--- config.mk ---
export PLATFORM = sky130hd
export DESIGN_NAME = pldpc_core
export DESIGN_NICKNAME = d
export VERILOG_FILES = /design/src/shared/pldpc_pkg.sv /design/src/hdl/pldpc_core.sv
export SDC_FILE = /design/constraint.sdc
export NUM_CORES = 1
export LEC_CHECK = 0
export BUFFER_PORTS_ARGS = -buffer_cell sky130_fd_sc_hd__buf_2
export CAP_MARGIN = 20
export CORE_MARGIN = 1.5
export CORE_UTILIZATION = 45
export CTS_CLUSTER_SIZE = 30
export DETAILED_ROUTE_END_ITERATION = 16
export PLACE_DENSITY = 0.71
export REMOVE_ABC_BUFFERS = 1
export SLEW_MARGIN = 40
export SYNTH_ARGS = -nofsm -noshare
export SYNTH_HDL_FRONTEND = slang
export SYNTH_SLANG_ARGS = --single-unit
--- constraint.sdc ---
create_clock -name ref_clk_i -period 4.6 [get_ports ref_clk_i]
set_input_delay 0.92 -clock ref_clk_i [delete_from_list [all_inputs] [get_ports ref_clk_i]]
set_output_delay 0.92 -clock ref_clk_i [all_outputs]
set_load 0.02 [all_outputs]
--- src/shared/pldpc_pkg.sv ---
// Shared constants and carrier types of the phase detector control and lock detect block
package pldpc_pkg;

  // Bus geometry
  localparam int ADDR_W = 9;
  localparam int DATA_W = 8;
  localparam int CNT_W = 14;

  // Register offsets
  localparam logic [8:0] ADDR_PD_CTRL = 9'h169;
  localparam logic [8:0] ADDR_CNT_HI = 9'h16A;
  localparam logic [8:0] ADDR_CNT_LO = 9'h16B;
  localparam logic [8:0] ADDR_IRQ_STAT = 9'h170;
  localparam logic [8:0] ADDR_IRQ_MASK = 9'h171;
  localparam logic [8:0] ADDR_LOCK_STAT = 9'h172;
  localparam logic [8:0] ADDR_RUN_CNT_HI = 9'h173;
  localparam logic [8:0] ADDR_RUN_CNT_LO = 9'h174;

  // Phase detector control field positions
  localparam int PDC_WIN_LSB = 5;
  localparam int PDC_GAIN_LSB = 3;
  localparam int PDC_POL_BIT = 2;
  localparam int PDC_HIZ_BIT = 1;
  localparam int PDC_FIXED_BIT = 0;
  localparam logic [7:0] PDC_WMASK = 8'h7F;

  // Count-high register fields
  localparam int CNTH_REQ_EN_BIT = 6;
  localparam logic [7:0] CNTH_WMASK = 8'h7F;
  localparam logic [7:0] CNTH_CNT_MASK = 8'h3F;

  // Reset values
  localparam logic [7:0] RST_PD_CTRL = 8'h59;
  localparam logic [7:0] RST_CNT_HI = 8'h20;
  localparam logic [7:0] RST_CNT_LO = 8'h00;

  // Window codes; only one is a usable window
  localparam logic [1:0] WIN_CODE_3P7NS = 2'h2;
  localparam int WIN_TIME_3P7NS_PS = 3700;

  // Charge pump current codes
  typedef enum logic [1:0] {
    PLDPC_CP_100UA = 2'h0,
    PLDPC_CP_400UA = 2'h1,
    PLDPC_CP_1600UA = 2'h2,
    PLDPC_CP_3200UA = 2'h3
  } pldpc_cp_cur_t;

  // Interrupt bit positions
  localparam int IRQ_W = 3;
  localparam int IRQ_LOCK_GAIN = 0;
  localparam int IRQ_LOCK_LOSS = 1;
  localparam int IRQ_CFG_ERR = 2;

  // Pin synchroniser
  localparam int SYNC_STAGES = 3;
  localparam int PIN_N = 3;
  localparam int PIN_TICK = 0;
  localparam int PIN_WIN = 1;
  localparam int PIN_REQ = 2;

  typedef struct packed {
    logic wr;
    logic rd;
    logic [8:0] addr;
    logic [7:0] wdata;
  } pldpc_bus_req_t;

  typedef struct packed {
    logic [1:0] lock_window_size;
    pldpc_cp_cur_t charge_pump_current_sel;
    logic charge_pump_polarity;
    logic charge_pump_hiz;
  } pldpc_pd_cfg_t;

endpackage

--- src/hdl/pldpc_core.sv ---
// Phase detector control registers, digital lock detect and pulse request gating
// Functional notes
// - The 2-bit lock window field selects the phase window; only code 2 (3.7 ns) is valid.
// - The lock counter advances up to the programmed count, one step per phase detector cycle whose error lies inside the window.
// - Digital lock detect rises only after the programmed number of in-window cycles.
// - The lock count's upper six bits sit in count-high[5:0], the lower eight in count-low.
// - The 2-bit charge pump current code picks 100, 400, 1600 or 3200 uA; 3200 uA is default.
// - The charge pump polarity bit picks negative (0, default) or positive (1) slope.
// - The charge pump high-impedance bit floats the charge pump output when 1, default 0.
// - The pulse request enable bit lets the sync/request pin ask for continuous pulses.
//
// Design decision made here: the plain strobed port.
`timescale 1ns/10ps

module pldpc_core (
  // Clock and reset
  input wire logic ref_clk_i,
  input wire logic rst_i,
  // Register port
  input wire pldpc_pkg::pldpc_bus_req_t bus_i,
  output logic [7:0] rd_data_o,
  // Phase detector side pins
  input wire logic pd_tick_i,
  input wire logic phase_in_window_i,
  input wire logic sync_request_pin_i,
  // Analog controls and status
  output pldpc_pkg::pldpc_pd_cfg_t pd_cfg_o,
  output logic digital_lock_detect_o,
  output logic pulse_request_o,
  // Interrupt
  output logic irq_o
);

  typedef struct packed {
    logic [7:0] pd_ctrl;
    logic [7:0] cnt_hi;
    logic [7:0] cnt_lo;
    logic [pldpc_pkg::IRQ_W-1:0] irq_stat;
    logic [pldpc_pkg::IRQ_W-1:0] irq_mask;
    logic [7:0] rd_data;
    logic [pldpc_pkg::SYNC_STAGES-1:0][pldpc_pkg::PIN_N-1:0] sync;
    logic [pldpc_pkg::PIN_N-1:0] filt;
    logic [pldpc_pkg::CNT_W-1:0] run_cnt;
    logic lock;
    logic irq;
    pldpc_pkg::pldpc_pd_cfg_t pd_cfg;
    logic pulse_req;
  } pldpc_state_t;

  pldpc_state_t state_ff;
  pldpc_state_t nxt_state;

  logic [pldpc_pkg::PIN_N-1:0] pins;
  logic [pldpc_pkg::PIN_N-1:0] settled;
  logic tick_evt;
  logic win_valid;
  logic [pldpc_pkg::CNT_W-1:0] target;
  logic [pldpc_pkg::CNT_W-1:0] cnt_next;
  logic lock_next;
  logic cfg_err_evt;
  logic [7:0] wr_pd_ctrl;
  logic [7:0] wr_cnt_hi;
  logic [7:0] wr_cnt_lo;
  logic [pldpc_pkg::CNT_W-1:0] wr_target;
  logic [pldpc_pkg::IRQ_W-1:0] irq_evt;
  logic [pldpc_pkg::IRQ_W-1:0] irq_clr;
  logic [pldpc_pkg::PIN_N-1:0] filt_next;
  logic [pldpc_pkg::IRQ_W-1:0] stat_next;
  logic sel_pd_ctrl;
  logic sel_cnt_hi;
  logic sel_cnt_lo;
  logic wr_pd_strobe;
  logic wr_cnt_strobe;

  assign pins = {sync_request_pin_i, phase_in_window_i, pd_tick_i};

  // Address decode shared by the contract checks on writes
  assign sel_pd_ctrl = (bus_i.addr == pldpc_pkg::ADDR_PD_CTRL);
  assign sel_cnt_hi = (bus_i.addr == pldpc_pkg::ADDR_CNT_HI);
  assign sel_cnt_lo = (bus_i.addr == pldpc_pkg::ADDR_CNT_LO);
  assign wr_pd_strobe = bus_i.wr && sel_pd_ctrl;
  assign wr_cnt_strobe = bus_i.wr && (sel_cnt_hi || sel_cnt_lo);

  // Pin filters: a new level counts once stages 1 and 2 agree, which rejects
  // a single-cycle glitch at the cost of one more cycle of latency
  for (genvar gi = 0; gi < pldpc_pkg::PIN_N; gi++) begin : g_pin
    assign settled[gi] = (state_ff.sync[1][gi] == state_ff.sync[2][gi]);
    assign filt_next[gi] = settled[gi] ? state_ff.sync[2][gi] : state_ff.filt[gi];
  end

  // Sticky status per bit: a new event wins over a clear in the same cycle
  for (genvar gb = 0; gb < pldpc_pkg::IRQ_W; gb++) begin : g_stat
    assign stat_next[gb] = irq_evt[gb] || (state_ff.irq_stat[gb] && !irq_clr[gb]);
  end

  always_comb begin
    nxt_state = state_ff;

    // Pin synchronisers: stage 0 feeds only stage 1
    nxt_state.sync[0] = pins;
    nxt_state.sync[1] = state_ff.sync[0];
    nxt_state.sync[2] = state_ff.sync[1];
    nxt_state.filt = filt_next;

    // One comparison per rising edge of the phase detector tick
    tick_evt = settled[pldpc_pkg::PIN_TICK] && state_ff.sync[2][pldpc_pkg::PIN_TICK]
               && !state_ff.filt[pldpc_pkg::PIN_TICK];

    // A reserved window code defines no window, so nothing counts as inside it
    win_valid = (state_ff.pd_ctrl[pldpc_pkg::PDC_WIN_LSB +: 2] ==
                 pldpc_pkg::WIN_CODE_3P7NS);

    target = {state_ff.cnt_hi[5:0], state_ff.cnt_lo};

    // Lock counter
    cnt_next = state_ff.run_cnt;
    lock_next = state_ff.lock;
    if (tick_evt) begin
      if (win_valid && state_ff.filt[pldpc_pkg::PIN_WIN]) begin
        if (state_ff.run_cnt < target) begin
          cnt_next = state_ff.run_cnt + 14'h0001;
        end
        // A zero count is invalid and never yields lock
        lock_next = (target != 14'h0000) && (cnt_next >= target);
      end else begin
        cnt_next = '0;
        lock_next = 1'b0;
      end
    end
    nxt_state.run_cnt = cnt_next;
    nxt_state.lock = lock_next;

    // Register writes
    wr_pd_ctrl = state_ff.pd_ctrl;
    wr_cnt_hi = state_ff.cnt_hi;
    wr_cnt_lo = state_ff.cnt_lo;
    irq_clr = '0;
    if (bus_i.wr) begin
      case (bus_i.addr)
        pldpc_pkg::ADDR_PD_CTRL: begin
          // Reserved bit 7 is not stored
          wr_pd_ctrl = bus_i.wdata & pldpc_pkg::PDC_WMASK;
        end
        pldpc_pkg::ADDR_CNT_HI: begin
          wr_cnt_hi = bus_i.wdata & pldpc_pkg::CNTH_WMASK;
        end
        pldpc_pkg::ADDR_CNT_LO: begin
          wr_cnt_lo = bus_i.wdata;
        end
        pldpc_pkg::ADDR_IRQ_STAT: begin
          irq_clr = bus_i.wdata[pldpc_pkg::IRQ_W-1:0];
        end
        pldpc_pkg::ADDR_IRQ_MASK: begin
          nxt_state.irq_mask = bus_i.wdata[pldpc_pkg::IRQ_W-1:0];
        end
        default: begin
        end
      endcase
    end
    nxt_state.pd_ctrl = wr_pd_ctrl;
    nxt_state.cnt_hi = wr_cnt_hi;
    nxt_state.cnt_lo = wr_cnt_lo;

    // Flag writes that break the programming contract so software can see them
    wr_target = {wr_cnt_hi[5:0], wr_cnt_lo};
    cfg_err_evt = 1'b0;
    if (wr_pd_strobe) begin
      if (!bus_i.wdata[pldpc_pkg::PDC_FIXED_BIT]) begin
        cfg_err_evt = 1'b1;
      end
      if (bus_i.wdata[pldpc_pkg::PDC_WIN_LSB +: 2] != pldpc_pkg::WIN_CODE_3P7NS) begin
        cfg_err_evt = 1'b1;
      end
    end
    if (wr_cnt_strobe) begin
      if (wr_target == 14'h0000) begin
        cfg_err_evt = 1'b1;
      end
    end

    irq_evt = '0;
    irq_evt[pldpc_pkg::IRQ_LOCK_GAIN] = lock_next && !state_ff.lock;
    irq_evt[pldpc_pkg::IRQ_LOCK_LOSS] = !lock_next && state_ff.lock;
    irq_evt[pldpc_pkg::IRQ_CFG_ERR] = cfg_err_evt;
    nxt_state.irq_stat = stat_next;
    nxt_state.irq = |(nxt_state.irq_stat & nxt_state.irq_mask);

    // Analog controls follow the stored control register
    nxt_state.pd_cfg.lock_window_size = wr_pd_ctrl[pldpc_pkg::PDC_WIN_LSB +: 2];
    nxt_state.pd_cfg.charge_pump_current_sel =
      pldpc_pkg::pldpc_cp_cur_t'(wr_pd_ctrl[pldpc_pkg::PDC_GAIN_LSB +: 2]);
    nxt_state.pd_cfg.charge_pump_polarity = wr_pd_ctrl[pldpc_pkg::PDC_POL_BIT];
    nxt_state.pd_cfg.charge_pump_hiz = wr_pd_ctrl[pldpc_pkg::PDC_HIZ_BIT];

    // Pin request passes only while enabled; disabling drops it at once
    nxt_state.pulse_req = wr_cnt_hi[pldpc_pkg::CNTH_REQ_EN_BIT] &&
                          nxt_state.filt[pldpc_pkg::PIN_REQ];

    // Read data stands in the cycle after the read strobe only
    nxt_state.rd_data = 8'h00;
    if (bus_i.rd) begin
      case (bus_i.addr)
        pldpc_pkg::ADDR_PD_CTRL: begin
          nxt_state.rd_data = state_ff.pd_ctrl;
        end
        pldpc_pkg::ADDR_CNT_HI: begin
          nxt_state.rd_data = state_ff.cnt_hi;
        end
        pldpc_pkg::ADDR_CNT_LO: begin
          nxt_state.rd_data = state_ff.cnt_lo;
        end
        pldpc_pkg::ADDR_IRQ_STAT: begin
          nxt_state.rd_data = {5'h00, state_ff.irq_stat};
        end
        pldpc_pkg::ADDR_IRQ_MASK: begin
          nxt_state.rd_data = {5'h00, state_ff.irq_mask};
        end
        pldpc_pkg::ADDR_LOCK_STAT: begin
          nxt_state.rd_data = {5'h00, state_ff.pulse_req, win_valid, state_ff.lock};
        end
        pldpc_pkg::ADDR_RUN_CNT_HI: begin
          nxt_state.rd_data = {2'h0, state_ff.run_cnt[13:8]};
        end
        pldpc_pkg::ADDR_RUN_CNT_LO: begin
          nxt_state.rd_data = state_ff.run_cnt[7:0];
        end
        default: begin
          nxt_state.rd_data = 8'h00;
        end
      endcase
    end
  end

  always_ff @(posedge ref_clk_i or posedge rst_i) begin
    if (rst_i) begin
      state_ff.pd_ctrl <= pldpc_pkg::RST_PD_CTRL;
      state_ff.cnt_hi <= pldpc_pkg::RST_CNT_HI;
      state_ff.cnt_lo <= pldpc_pkg::RST_CNT_LO;
      state_ff.irq_stat <= '0;
      state_ff.irq_mask <= '0;
      state_ff.rd_data <= 8'h00;
      state_ff.sync <= '0;
      state_ff.filt <= '0;
      state_ff.run_cnt <= '0;
      state_ff.lock <= 1'b0;
      state_ff.irq <= 1'b0;
      state_ff.pd_cfg.lock_window_size <= pldpc_pkg::RST_PD_CTRL[pldpc_pkg::PDC_WIN_LSB +: 2];
      state_ff.pd_cfg.charge_pump_current_sel <= pldpc_pkg::PLDPC_CP_3200UA;
      state_ff.pd_cfg.charge_pump_polarity <= 1'b0;
      state_ff.pd_cfg.charge_pump_hiz <= 1'b0;
      state_ff.pulse_req <= 1'b0;
    end else begin
      state_ff <= nxt_state;
    end
  end

  assign rd_data_o = state_ff.rd_data;
  assign pd_cfg_o = state_ff.pd_cfg;
  assign digital_lock_detect_o = state_ff.lock;
  assign pulse_request_o = state_ff.pulse_req;
  assign irq_o = state_ff.irq;

endmodule

==> results of run 1 <==
==> cell type report <==
class                      count  area share
tap                          108     0.03026
inverter                      21     0.01793
sequential                    65      0.3656
timing repair buffer          49     0.05996
multi-input combinational    294      0.4766
clock buffer                  11     0.03166
clock inverter                 5     0.01793
==> sequential cells by signal, summed over array words and instances (netlist names) <==
| signal | count |
|---|---|
| state_ff | 46 |
| pulse_request_o | 1 |
| digital_lock_detect_o | 1 |
| pd_cfg_o | 2 |
| irq_o | 1 |
| nxt_state | 6 |
| rd_data_o | 8 |
==> placed cells by master, fill, tap and decap left out, types with 5 or more instances in the layout <==
master    netlist  routed
dfrtp_1        60      60
nand2_1        40      40
buf_2           4      40
ha_1           29      29
mux2_2         28      28
a21oi_1        21      21
inv_1          21      20
nor2_1         18      18
o21ai_0        14      14
nand3_1        14      14
a31oi_1        13      13
xnor2_1        10      10
clkbuf_8        0      10
and3_1          9       9
buf_4          14       9
nor4_1          8       8
a21o_1          7       7
nand4_1         6       6
a22oi_1         5       5
mux2i_1         5       5
a221oi_1        5       5
dfstp_2         5       5
==> power by group through the flow <==
stage / combinational (mW) / clock [mW] / sequential, mW
after global routing: 0.148 / 0.580 / 0.599
final: 0.133 / 0.547 / 0.598
after detailed placement: 0.131 / 0 / 0.608
after global placement: 0.128 / 0 / 0.607
after floorplan: 0.0789 / 0 / 0.607
after CTS: 0.132 / 0.558 / 0.597
==> how the worst max path moves through the flow <==
stage / startpoint / endpoint / depth (start not counted)
2_1_floorplan: state_ff[13] / irq_o / 14
3_3_place_gp: state_ff[18] / irq_o / 15
3_5_place_dp: state_ff[18] / irq_o / 14
4_1_cts: state_ff[12] / irq_o / 14
5_1_grt: state_ff[12] / irq_o / 14
6_report: state_ff[12] / irq_o / 14
==> metal layers <==
layer,GRT usage,up-vias,wire (um)
met3,0.06043,11,633
li1,-,1547,-
met5,0,-,0
met4,0.06593,0,95
met1,0.3099,1621,4663
met2,0.3563,115,4978
==> through the flow <==
| stage | setup slack (ns) | cell area, um2 | util | hold WS, ns | total power [mW] |
|---|---|---|---|---|---|
| 3_5_place_dp | 0.4761 | 4243 | 0.4889 | 0.3379 | 0.7395 |
| 5_1_grt | 0.07780 | 4466 | 0.5146 | 0.3609 | 1.327 |
| 2_1_floorplan | 0.8788 | 3835 | - | 0.3312 | 0.6861 |
| 4_1_cts | 0.3939 | 4464 | 0.5144 | 0.3514 | 1.288 |
| 3_3_place_gp | 0.6157 | 4238 | 0.4883 | 0.3331 | 0.7350 |
| 6_report | 0.3356 | 4466 | 0.5146 | 0.3504 | 1.278 |
==> logic make-up after synthesis <==
logic type,synth area share
AOI/OAI and AO/OA,0.1511
xor gates and xnor gates,0.02835
adders and majority gates,0.09533
buffers and inverters,0.06480
DFF,0.4065
muxes,0.09097
and+or+nand+nor,0.1629
==> worst max-delay path, delay by kind of cell, from the launching register on <==
kind                       cells  cell delay [ns]
AOI/OAI and AO/OA              8             2.07
xor gates and xnor gates       1             0.16
adders and majority gates      2             0.58
DFF                            1             0.46
and+or+nand+nor                3             0.86
==> results_dict.tcl, run 1 <==
set metrics [dict create \
    arrival_ns 4.49 \
    power.static_leakage_nw 2.064 \
    synth_area_um2 4016 \
    io_pins 41 \
    synth_edf_count 0 \
    grt-ovfl-total 0 \
    rr_worst_depth 14 \
    hp-class "reg -> reg" \
    hold_path.startpoint "nxt_state[31]" \
    worstMarginPinSlew_ns 0.6751 \
    avgSynthCellArea_um2 9.772 \
    synthTopCellsByArea "dfrtp_1 37%, ha_1 9.0%, mux2_2 7.9%" \
    critPathRequiredTime_ns 4.82 \
    portBuffers 40 \
    layout.nets 493 \
    synth_flop_cell "dfrtp_1" \
    rsz0062_at_grt "no" \
    hold_violations 0 \
    fp.coreArea_um2 8678 \
    drc 0 \
    end_kind "flip-flop" \
    postCtsSetupRepairBufs 0 \
    ys_seq_elements 65 \
    drive_above_1_share 0.2404 \
    yosysTopAreaCell "dfrtp_1" \
    whs_path_depth 0 \
    first_global_vias 3242 \
    power_density_nw_per_um2 286.2 \
    holdBufCountCts 0 \
    numCtsBuffers 9 \
    multi_input_area_um2 2128 \
    viasPerCell 5.957 \
    slew_headroom 0.5499 \
    placedCellCount 537 \
    first_pass_iters 5 \
    die_h_um 97.48 \
    grt_pass1_wl_mm 16.97 \
    fmax_mhz 234.5 \
    slowest_stage "a311oi_1" \
    grt_max_degree 38 \
    fin_crit_ns 4.264 \
    clkTransAtPathRegs_ns 0.07 \
    synth_top_area_share 0.3738 \
    clk_latency_ns 0.35 \
    path_cells "ha_1 > nor4_1 > o21ai_0 > a311oi_1 > or2_2 > nand3_1 > xnor2_1 > ha_1 > a21oi_1 > o21ai_0 > a221oi_1 > a21oi_1 > a22o_1 > a221o_1" \
    finalSetupViolCount 0 \
    worst_setup_path_start_kind "flip-flop" \
    crit_fanout 16 \
    cts_buffer_depth 2 \
    pwr-share-seq 0.468 \
    via_count 3294 \
    root_buffer "clkbuf_8" \
    ys_top_cells_by_count "60 x dfrtp_1, 40 x nand2_1, 29 x ha_1" \
    first_iter_violations 222 \
    seq_area_um2 1633 \
    skew_ns 0.01516 \
    start_util 0.4628 \
    ir_drop_uv 193.8 \
    swShare 0.2534 \
    wire_per_inst_um 18.75 \
    cts_sinks 65 \
    yosysMostFrequentCell "dfrtp_1" \
    power.internal_mw 0.9542 \
    synth-warning-count 0 \
    max_stage_delay_ns 0.47 \
    r2r-start "state_ff[12]" \
    cts_tree "yes" \
    post-route-period-util 0.9271 \
    grt_usage 0.2271 \
    async_reset_ff_frac 1.000 \
    area_growth_pct 11.18 \
    fillers 831 \
    routabilityCongestion 0.9518 \
    die_w_um 97.48 \
    synth.distinct_cells 54 \
    p_switching_mw 0.3238 \
    diodes 0 \
    drv_slew 0 \
    r2r-end "irq_o" \
    maxCapViolations 0 \
    final_cells 553 \
    reg2reg_slack_ns 0.34 \
    dieArea_um2 9501 \
    h-tree-depth 3 \
    antenna_found_initial 0 \
    synth_cells 411 \
    clock_power_share 0.428 \
    wl_mm 10.37 \
    outcome "completed" \
    pwr-share-comb 0.104 \
    ys_seq_area_frac 0.4065 \
    whs_endpoint "nxt_state[34]" \
    post_cts_resized 0 \
    detail-route-antenna-nets 0 \
    dpl.hpwl_mm 7.652 \
    crit_type "reg -> reg" \
    tns_ns 0 \
    rows 34 \
]
(Power assumes the default switching activity.)
==> run 2: changes to the inputs <==
clock period = 4.8 ns   (was 4.6 ns; I/O delays follow)
==> run 2 against run 1 <==
Effect of this change:
- register-to-register slack improved by 0.18 ns
- critical path depth is 1 higher
- sequential cell count is the same
- largest power group unchanged
- utilization fell by 0.53 points
- sequential share of layout area increased by 0.38 points
==> results_dict.tcl, run 2 (same netlist as run 1, synthesis figures left out) <==
set metrics [dict create \
    crit_type "reg -> reg" \
    grt_max_degree 49 \
    cts_sinks 65 \
    h-tree-depth 3 \
    fin_util 0.5092 \
    placed_area_um2 4213 \
    drive_above_1_share 0.2381 \
    portBuffers 40 \
    fin_crit_ns 4.287 \
    grt_pass1_wl_mm 16.83 \
    power_density_nw_per_um2 268.2 \
    dieArea_um2 9501 \
    slew_headroom 0.5391 \
    wl_mm 10.21 \
    fillers 810 \
    fp.coreArea_um2 8678 \
    power.static_leakage_nw 2.038 \
    holdBufCountCts 0 \
    multi_input_area_um2 2133 \
    numCtsBuffers 9 \
    postCtsSetupRepairBufs 0 \
    antenna_found_initial 0 \
    clkTransAtPathRegs_ns 0.09 \
    fin_hold_ws_ns 0.3525 \
    crit_fanout 26 \
    start_util 0.4628 \
    drv_slew 0 \
    worst_setup_path_start_kind "flip-flop" \
    fmax_mhz 233.3 \
    end_kind "flip-flop" \
    first_pass_iters 5 \
    via_count 3311 \
    die_w_um 97.48 \
    routabilityCongestion 0.9592 \
    drc 0 \
    ir_drop_uv 152.6 \
    die_h_um 97.48 \
    grt-ovfl-total 0 \
    seq_area_um2 1633 \
    fin_ws_ns 0.5135 \
    hold_violations 0 \
    arrival_ns 4.52 \
    cts_buffer_depth 2 \
    finalSetupViolCount 0 \
    first_global_vias 3161 \
    hp-class "reg -> reg" \
    layout.nets 489 \
    place_ws_ns 0.4554 \
    wire_per_inst_um 18.60 \
    rsz0062_at_grt "no" \
    regMostFlops "state_ff" \
    dpl.hpwl_mm 7.579 \
    worstMarginPinSlew_ns 0.6914 \
    stdcell_area_um2 4419 \
    first_iter_violations 304 \
    grt_usage 0.2259 \
    critPathRequiredTime_ns 5.04 \
    maxCapViolations 0 \
    post-route-period-util 0.8930 \
    cts_tree "yes" \
    area_growth_pct 10.03 \
    outcome "completed" \
    final_cell_mix "60 x dfrtp_1, 40 x nand2_1, 40 x buf_2" \
    io_pins 41 \
    layout_commonest_cell "dfrtp_1" \
    clk_latency_ns 0.36 \
    detail-route-antenna-nets 0 \
    viasPerCell 6.031 \
    skew_ns 0.01702 \
    root_buffer "clkbuf_8" \
    tns_ns 0 \
    diodes 0 \
    largest_reg_flops 46 \
    rows 34 \
]
-- run 2: timing repair --
action                     in CTS  in global routing
setup endpoints to repair       0                  1
hold endpoints to repair        0                  0
resized for setup               0                  1
-- run 2: worst paths after layout --
path,from,end,slack (ns),cells past startpoint
setup / recovery,state_ff[53],irq_o,0.51,15
hold / removal,nxt_state[31],nxt_state[34],0.35,0
setup reg to reg,state_ff[53],irq_o,0.51,15
hold reg to reg,nxt_state[31],nxt_state[34],0.35,0
max in group asynchronous,rst_i,rd_data_o[2],3.29,3
min in group asynchronous,rst_i,state_ff[21],0.58,2
-- run 2: worst max-delay path, cell delays in order (launching register included) --
cell and delay, ns:
dfrtp_1 0.44, inv_1 0.10, ha_1 0.20, nor4_1 0.25, o21ai_0 0.17, a311oi_1 0.50
or2_4 0.38, nand2_1 0.11, xnor2_1 0.14, ha_1 0.30, a21oi_1 0.15, a21boi_0 0.09
o311ai_0 0.41, a21oi_1 0.24, a22o_1 0.30, a221o_1 0.36
-- run 2: layer usage --
metal	global-route usage	share of wire	up-vias
met3	0.03165	0.070	20
met5	0	0	-
li1	-	-	1541
met1	0.3321	0.45	1611
met2	0.3403	0.46	139
met4	0.08132	0.019	0
-- run 2: through the flow --
step	power, mW	instances
floorplan	0.6575	380
global placement	0.7025	533
detailed placement	0.7065	533
CTS	1.192	549
global route	1.231	549
finish	1.185	549
-- run 2: report_power, final --
group          total [mW]  leakage, nW  switching [mW]  internal (mW)
registers           0.573        0.855          0.0102          0.562
clock network       0.486        0.100           0.242          0.244
logic               0.127         1.08          0.0826         0.0441
-- run 2: layout make-up --
class	count	share of cell area
Multi-Input combinational cell	294	0.4827
Sequential cell	65	0.3695
Clock inverter	7	0.01755
Timing Repair Buffer	45	0.05379
Tap cell	108	0.03058
Clock buffer	9	0.02803
Inverter	21	0.01784
